### src/hdl/rpd_pkg.sv
package rpd_pkg;
    // sample pacing
    localparam int unsigned CLK_HZ        = 50000000;
    localparam int unsigned SAMPLE_HZ     = 900000;
    localparam int unsigned SAMPLE_DIV    = CLK_HZ / SAMPLE_HZ;
    localparam logic [5:0]  SAMPLE_DIV_M1 = 6'(SAMPLE_DIV - 1);
    localparam int unsigned BANDWIDTH_HZ  = 14000;
    // datapath widths
    localparam int unsigned SMP_W  = 16;
    localparam int unsigned CUR_W  = 20;
    localparam int unsigned PROD_W = 36;
    localparam int unsigned FRAC_W = 12;
    localparam int unsigned LPF_W  = PROD_W + FRAC_W;
    localparam int unsigned ACC_W  = 52;
    // filter shifts
    localparam int unsigned HPF_SHIFT = 10;
    localparam int unsigned PHC_SHIFT = 6;
    localparam int unsigned LPF_SHIFT = 14;
    // gain select codes
    localparam logic [1:0] GAIN_X1  = 2'h0;
    localparam logic [1:0] GAIN_X2  = 2'h1;
    localparam logic [1:0] GAIN_X8  = 2'h2;
    localparam logic [1:0] GAIN_X16 = 2'h3;
    // pulse thresholds, low rate is 2048 times the calibration one
    localparam logic [ACC_W-1:0] CAL_THRESH = 52'h100_0000_0000;
    localparam logic [ACC_W-1:0] LOW_THRESH = 52'h8_0000_0000_0000;
    // reset values
    localparam logic [5:0] DIV_RESET = 6'h00;
endpackage : rpd_pkg

### src/hdl/rpd_pulse_accum.sv
module rpd_pulse_accum #(
    parameter logic [rpd_pkg::ACC_W-1:0] THRESH = rpd_pkg::CAL_THRESH
) (
    // clock and reset
    input  wire logic                       mclk_i,
    input  wire logic                       reset_n_i,
    // magnitude stream
    input  wire logic                       tick_i,
    input  wire logic [rpd_pkg::PROD_W-1:0] mag_i,
    // overflow event
    output logic                            hit_o
);
    import rpd_pkg::*;

    typedef struct packed {
        logic [ACC_W-1:0] acc;
        logic             hit;
    } rpd_acc_t;

    rpd_acc_t st_reg;
    rpd_acc_t st_next;

    always_comb begin
        logic [ACC_W-1:0] sum;
        sum     = '0;
        st_next = st_reg;
        st_next.hit = 1'b0;
        if (tick_i) begin
            sum = st_reg.acc + {{(ACC_W-PROD_W){1'b0}}, mag_i};   // see RL6 see RL7
            if (sum >= THRESH) begin
                st_next.acc = sum - THRESH;
                st_next.hit = 1'b1;
            end else begin
                st_next.acc = sum;
            end
        end
    end

    always_ff @(posedge mclk_i or negedge reset_n_i) begin
        if (!reset_n_i) begin
            st_reg <= '0;                                          // see RL12
        end else begin
            st_reg <= st_next;
        end
    end

    assign hit_o = st_reg.hit;
endmodule : rpd_pulse_accum

### src/hdl/rpd_datapath.sv
// Behaviour
// RL1: gain select 00,01,10,11 scales current samples by 1,2,8,16.
// RL2: both 16-bit channels are sampled at a 900 kHz rate.
// RL3: high-pass filter removes dc from current samples before multiplying.
// RL4: instantaneous power is current sample times matching voltage sample.
// RL5: low-pass filter of instantaneous power yields dc real power.
// RL6: low-rate pulses come from long accumulation of filtered real power.
// RL7: calibration pulses use a much shorter accumulation, higher rate.
// RL8: path passes content up to 14 kHz bandwidth.
// RL9: high-pass filter active while enable high, bypassed while low.
// RL10: phase compensation active only while high-pass filter enabled.
// RL11: negative flag follows power sign, changes only with calibration pulse.
// RL12: all datapath state cleared in reset, advances on master clock only.
module rpd_datapath (
    // clock and reset
    input  wire logic                       mclk_i,
    input  wire logic                       reset_n_i,
    // control pins
    input  wire logic                       gain_select_hi_i,
    input  wire logic                       gain_select_lo_i,
    input  wire logic                       highpass_enable_i,
    // converter samples
    input  wire logic [rpd_pkg::SMP_W-1:0]  current_sample_i,
    input  wire logic [rpd_pkg::SMP_W-1:0]  voltage_sample_i,
    output logic                            sample_strobe_o,
    // pulse outputs
    output logic                            calibration_pulse_out_o,
    output logic                            low_rate_pulse_out_a_o,
    output logic                            low_rate_pulse_out_b_o,
    output logic                            negative_power_flag_o
);
    import rpd_pkg::*;

    typedef struct packed {
        logic [5:0]               div;
        logic                     tick;
        logic signed [CUR_W-1:0]  cur_g;
        logic signed [31:0]       dc;
        logic signed [CUR_W-1:0]  hp;
        logic signed [CUR_W-1:0]  hp_prev;
        logic signed [CUR_W-1:0]  comp;
        logic signed [SMP_W-1:0]  volt_d1;
        logic signed [SMP_W-1:0]  volt_d2;
        logic signed [SMP_W-1:0]  volt_d3;
        logic signed [PROD_W-1:0] prod;
        logic signed [LPF_W-1:0]  lpf;
        logic                     cal;
        logic                     low_a;
        logic                     low_b;
        logic                     low_sel;
        logic                     neg;
    } rpd_state_t;

    rpd_state_t st_reg;
    rpd_state_t st_next;

    logic [1:0]               gain_sel;
    logic signed [CUR_W-1:0]  cur_ext;
    logic signed [CUR_W-1:0]  cur_gain;
    logic signed [PROD_W-1:0] lpf_int;
    logic [PROD_W-1:0]        lpf_mag;
    logic signed [LPF_W-1:0]  lpf_step;
    logic                     cal_hit;
    logic                     low_hit;

    assign gain_sel = {gain_select_hi_i, gain_select_lo_i};
    assign cur_ext  = {{(CUR_W-SMP_W){current_sample_i[SMP_W-1]}}, current_sample_i};
    assign lpf_int  = st_reg.lpf[LPF_W-1:FRAC_W];
    assign lpf_mag  = lpf_int[PROD_W-1] ? PROD_W'(-lpf_int) : lpf_int;
    // signed difference, so a falling power level steps the filter down
    assign lpf_step = ($signed({st_reg.prod, {FRAC_W{1'b0}}}) - st_reg.lpf) >>> LPF_SHIFT;

    always_comb begin
        case (gain_sel)                                            // see RL1
            GAIN_X1:  cur_gain = cur_ext;
            GAIN_X2:  cur_gain = cur_ext <<< 1;
            GAIN_X8:  cur_gain = cur_ext <<< 3;
            GAIN_X16: cur_gain = cur_ext <<< 4;
            default:  cur_gain = cur_ext;
        endcase
    end

    ////////////////////////////////////////////////////////////////////////////
    always_comb begin
        logic signed [31:0]      dc_err;
        logic signed [CUR_W:0]   slope;
        logic signed [CUR_W:0]   lagged;
        dc_err  = '0;
        slope   = '0;
        lagged  = '0;
        st_next = st_reg;
        st_next.cal   = cal_hit;
        st_next.low_a = 1'b0;
        st_next.low_b = 1'b0;
        // sample pacing, 900 kHz also covers the 14 kHz band
        st_next.tick = (st_reg.div == SAMPLE_DIV_M1);              // see RL2 see RL8
        st_next.div  = st_next.tick ? DIV_RESET : st_reg.div + 6'h01;
        if (st_reg.tick) begin
            st_next.cur_g   = cur_gain;
            st_next.volt_d1 = voltage_sample_i;
            st_next.volt_d2 = st_reg.volt_d1;
            st_next.volt_d3 = st_reg.volt_d2;
            dc_err = {st_reg.cur_g, 12'h000} - st_reg.dc;
            if (highpass_enable_i) begin                           // see RL9
                st_next.dc = st_reg.dc + (dc_err >>> HPF_SHIFT);
                st_next.hp = st_reg.cur_g - CUR_W'(st_reg.dc >>> FRAC_W); // see RL3
            end else begin
                st_next.dc = '0;
                st_next.hp = st_reg.cur_g;
            end
            st_next.hp_prev = st_reg.hp;
            slope  = {st_reg.hp[CUR_W-1], st_reg.hp} - {st_reg.hp_prev[CUR_W-1], st_reg.hp_prev};
            lagged = {st_reg.hp[CUR_W-1], st_reg.hp} - (slope >>> PHC_SHIFT);
            // lag offsets the filter lead, only while it is in circuit
            st_next.comp = highpass_enable_i ? lagged[CUR_W-1:0] : st_reg.hp; // see RL10
            st_next.prod = PROD_W'(st_reg.comp * st_reg.volt_d3); // see RL4
            st_next.lpf  = st_reg.lpf + lpf_step;                  // see RL5
        end
        // alternate low-rate events across the two outputs
        if (low_hit) begin                                         // see RL6
            st_next.low_a   = ~st_reg.low_sel;
            st_next.low_b   = st_reg.low_sel;
            st_next.low_sel = ~st_reg.low_sel;
        end
        if (cal_hit) begin
            st_next.neg = lpf_int[PROD_W-1];                       // see RL11
        end
    end

    always_ff @(posedge mclk_i or negedge reset_n_i) begin
        if (!reset_n_i) begin
            st_reg <= '0;                                          // see RL12
        end else begin
            st_reg <= st_next;
        end
    end

    ////////////////////////////////////////////////////////////////////////////
    rpd_pulse_accum #(
        .THRESH (CAL_THRESH)
    ) u_cal_accum (
        .mclk_i    (mclk_i),
        .reset_n_i (reset_n_i),
        .tick_i    (st_reg.tick),
        .mag_i     (lpf_mag),
        .hit_o     (cal_hit)
    );                                                             // see RL7

    rpd_pulse_accum #(
        .THRESH (LOW_THRESH)
    ) u_low_accum (
        .mclk_i    (mclk_i),
        .reset_n_i (reset_n_i),
        .tick_i    (st_reg.tick),
        .mag_i     (lpf_mag),
        .hit_o     (low_hit)
    );                                                             // see RL6

    assign sample_strobe_o         = st_reg.tick;
    assign calibration_pulse_out_o = st_reg.cal;
    assign low_rate_pulse_out_a_o  = st_reg.low_a;
    assign low_rate_pulse_out_b_o  = st_reg.low_b;
    assign negative_power_flag_o   = st_reg.neg;
endmodule : rpd_datapath

### config.mk
export PLATFORM = sky130hd
export DESIGN_NAME = rpd_datapath
export DESIGN_NICKNAME = d
export VERILOG_FILES = /design/src/hdl/rpd_pkg.sv /design/src/hdl/rpd_pulse_accum.sv /design/src/hdl/rpd_datapath.sv
export SDC_FILE = /design/constraint.sdc
export NUM_CORES = 2
export LEC_CHECK = 0
export BUFFER_PORTS_ARGS = -buffer_cell sky130_fd_sc_hd__buf_2
export CAP_MARGIN = 15
export CORE_UTILIZATION = 30
export DETAILED_ROUTE_END_ITERATION = 10
export PLACE_DENSITY = 0.51
export SETUP_SLACK_MARGIN = 0.02
export SYNTH_ARGS = -nofsm -noshare
export SYNTH_HDL_FRONTEND = slang
export SYNTH_SLANG_ARGS = --single-unit
### constraint.sdc
create_clock -name mclk_i -period 9.2 [get_ports mclk_i]
set_clock_uncertainty 0.05 [all_clocks]
set_input_delay 0 -clock mclk_i [delete_from_list [all_inputs] [get_ports mclk_i]]
set_output_delay 0 -clock mclk_i [all_outputs]
set_load 0.01 [all_outputs]
==> impl_metrics.ini <==
[detailed_routing]
dr.pass1.iters = 5
antenna_left = 0
wl_per_cell_um = 16.54
vias = 29950
viasPerCell = 4.904
totalWireLength_um = 101000
drtIter0Drc = 1649
route.detailed.drc = 0

[floorplanning]
pin_count = 42
die_h_um = 363.1
die_w_um = 363.1
start_util = 0.3021
rows = 132
core_sq_um = 129500
dieArea_sq_um = 131800

[global_routing]
gr-usage-met2 = 0.2708
overflow = 0
busiest_layer = met2
first_global_vias = 30660
grt_max_degree = 169
grt_pass1_wl_um = 166100
use_met3 = 0.01971
grt_antenna_before_repair = 0
grt_util_all_layers = 0.1568
grtUsageMet1 = 0.2029

[yosys]
ys_ff_latch = 362
yosysSeqAreaShare = 0.2316
ys_async_sr_fraction = 1.000
ys.flop_type = dfrtp_1
synthDominantAreaCellType = dfrtp_1
synthTopCellsByArea = dfrtp_1 (23%), fa_1 (17%), ha_1 (11%), xnor2_1 (5.1%), inv_1 (4.9%)
synth_area_sq_um = 39120
yosys.area.top_type_share = 0.2316
synth_cell_type_count = 88
synth_edf_count = 0
postSynthAreaPerCell_sq_um = 9.051
synthCells = 4322
yosys_warnings = 0
synthesis.nets = 5017

[placement]
io_buffers = 41
hpwl_um = 76820
dpl.cell_count = 5963
gp_congestion = 0.8461

[clocking]
cts_tree = built
cts_buffers = 49
cts_root_buffer = clkbuf_16
postCtsSetupRepairBufs = 0
clkLatencyLatePin_ps = 630
htree_levels = 2
clock_path_buffers = 3
cts.sinks = 362
clk_pin_slew_worst_paths_ps = 60

[layout]
diodes = 0
fin_nets = 5020
fin_cells = 6106
seq_area_sq_um = 9062
syn2layout_area_growth_pct = 10.61
multiInputGateArea_sq_um = 27470
fillers = 13490
largest_register_ffs = 215
drive_gt1_frac = 0.07997

[worst_setup_path]
crit_required_ps = 9670
reg2reg_from = lpf_int[3]
slowest_stage = a221oi_1
crit_top_cell = nand4_1
critical_path_class = register to register
worstPathMaxFanout = 13
cpPeakStageDelay_ps = 560
cp.arrival_ps = 8740
cp-start-kind = register
setup.worst_path.end_class = register
crit_path_start = lpf_int[3]

[sta]
finalCritPeriodShare = 0.8980
tns_ps = 0
period_minus_slack_ps = 8261
setup_viol = 0
hold_violations = 0
max_clock_freq_mhz = 121.0
drv_slew = 0
slew-limit-headroom = 0.3594
worstMarginPinSlew_ps = 960.9
rsz0062_at_grt = false

[power]
ir_worst_vdd_uv = 153.0
power.leakage_nw = 21.37
p_per_area_nw_per_um2 = 85.18

[run_status]
outcome = finished, final reports clean

[min_path]
min_from = highpass_enable_i
hold_class = input port to register

[job]
maxCapViolCount = 0
==> worst max-delay path, delay by kind of cell (launching register included) <==
family	cells	cell delay, ps
AOI/OAI and AO/OA	10	2600
xor gates and xnor gates	3	690
adders and majority gates	2	600
buffers and inverters	1	130
DFF	1	440
and+or+nand+nor	11	3660
==> Yosys cell counts, types with 50 or more instances <==
master / instances
inv_1: 514
nand2_1: 386
dfrtp_1: 362
ha_1: 334
fa_1: 324
a21oi_1: 268
nor2_1: 244
xnor2_1: 227
o21ai_0: 195
and2_1: 159
mux2_2: 158
clkbuf_1: 136
a21o_1: 115
xor2_1: 109
nand3_1: 62
nor3_1: 58
nor2b_1: 50
==> placed cells by master (no fill, tap or decap), drive strengths merged, types with 159 or more instances in the layout <==
master and n:
nor2 244, ha 334, nand2 386, o21ai 199, inv 516, dfrtp 362, fa 324, and2 159
xnor2 227, a21oi 270
==> power by group <==
group	leakage, nW	switching [mW]	internal [mW]
clock	0.803	0.793	1.19
sequential	4.69	0.00268	1.59
combinational	15.9	0.0647	0.0413
total	21.4	0.860	2.83
==> worst paths after layout <==
| check | endpoint | slack [ps] | depth (start not counted) |
|---|---|---|---|
| setup reg to reg | u_cal_accum.st_reg[46] | 940 | 27 |
| min in group asynchronous | st_reg[187] | 370 | 3 |
| max in group asynchronous | sample_strobe_o | 6990 | 5 |
| setup / recovery | u_cal_accum.st_reg[46] | 940 | 27 |
| hold / removal | st_reg[197] | 50 | 4 |
| hold reg to reg | calibration_pulse_out_o | 340 | 0 |
==> per-stage QoR <==
step	power (mW)	utilization	hold WS, ps	cell area [sq um]	worst slack (ps)
2_1_floorplan	1.655	-	-345.6	39120	2188
3_3_place_gp	1.713	0.3171	35.86	41060	1247
3_5_place_dp	1.713	0.3171	26.26	41060	1027
4_1_cts	3.772	0.3342	11.47	43270	989.0
5_1_grt	3.841	0.3342	71.76	43270	307.9
6_report	3.686	0.3342	49.70	43270	938.6
==> kinds of logic after synthesis <==
group | synth area share
XOR/XNOR | 0.07523
AND/OR/NAND/NOR | 0.1439
flip-flops | 0.2316
buffers and inverters | 0.06630
multiplexers | 0.06039
adder cells (fa/ha/maj) | 0.2726
AO/OA/AOI/OAI | 0.1500
==> layer usage <==
layer / share of wire / wire length [um]
met5: 0 / 0
met4: 0.028 / 2808
met3: 0.040 / 4033
met2: 0.48 / 48630
met1: 0.45 / 45540
==> final cells by class <==
| type | count | area share |
|---|---|---|
| inverter | 516 | 0.04476 |
| clock buffer | 69 | 0.03288 |
| clock inverter | 21 | 0.005523 |
| sequential | 362 | 0.2094 |
| timing repair buffer | 119 | 0.02227 |
| tap | 1742 | 0.05037 |
| multi-input combinational | 3277 | 0.6348 |
==> what timing repair did <==
item / in CTS / in global routing
hold buffers: 53 / 0
endpoints found under the hold margin: 117 / 0
resized for setup: 0 / 0
No activity file was read; power rests on OpenSTA's default activity.
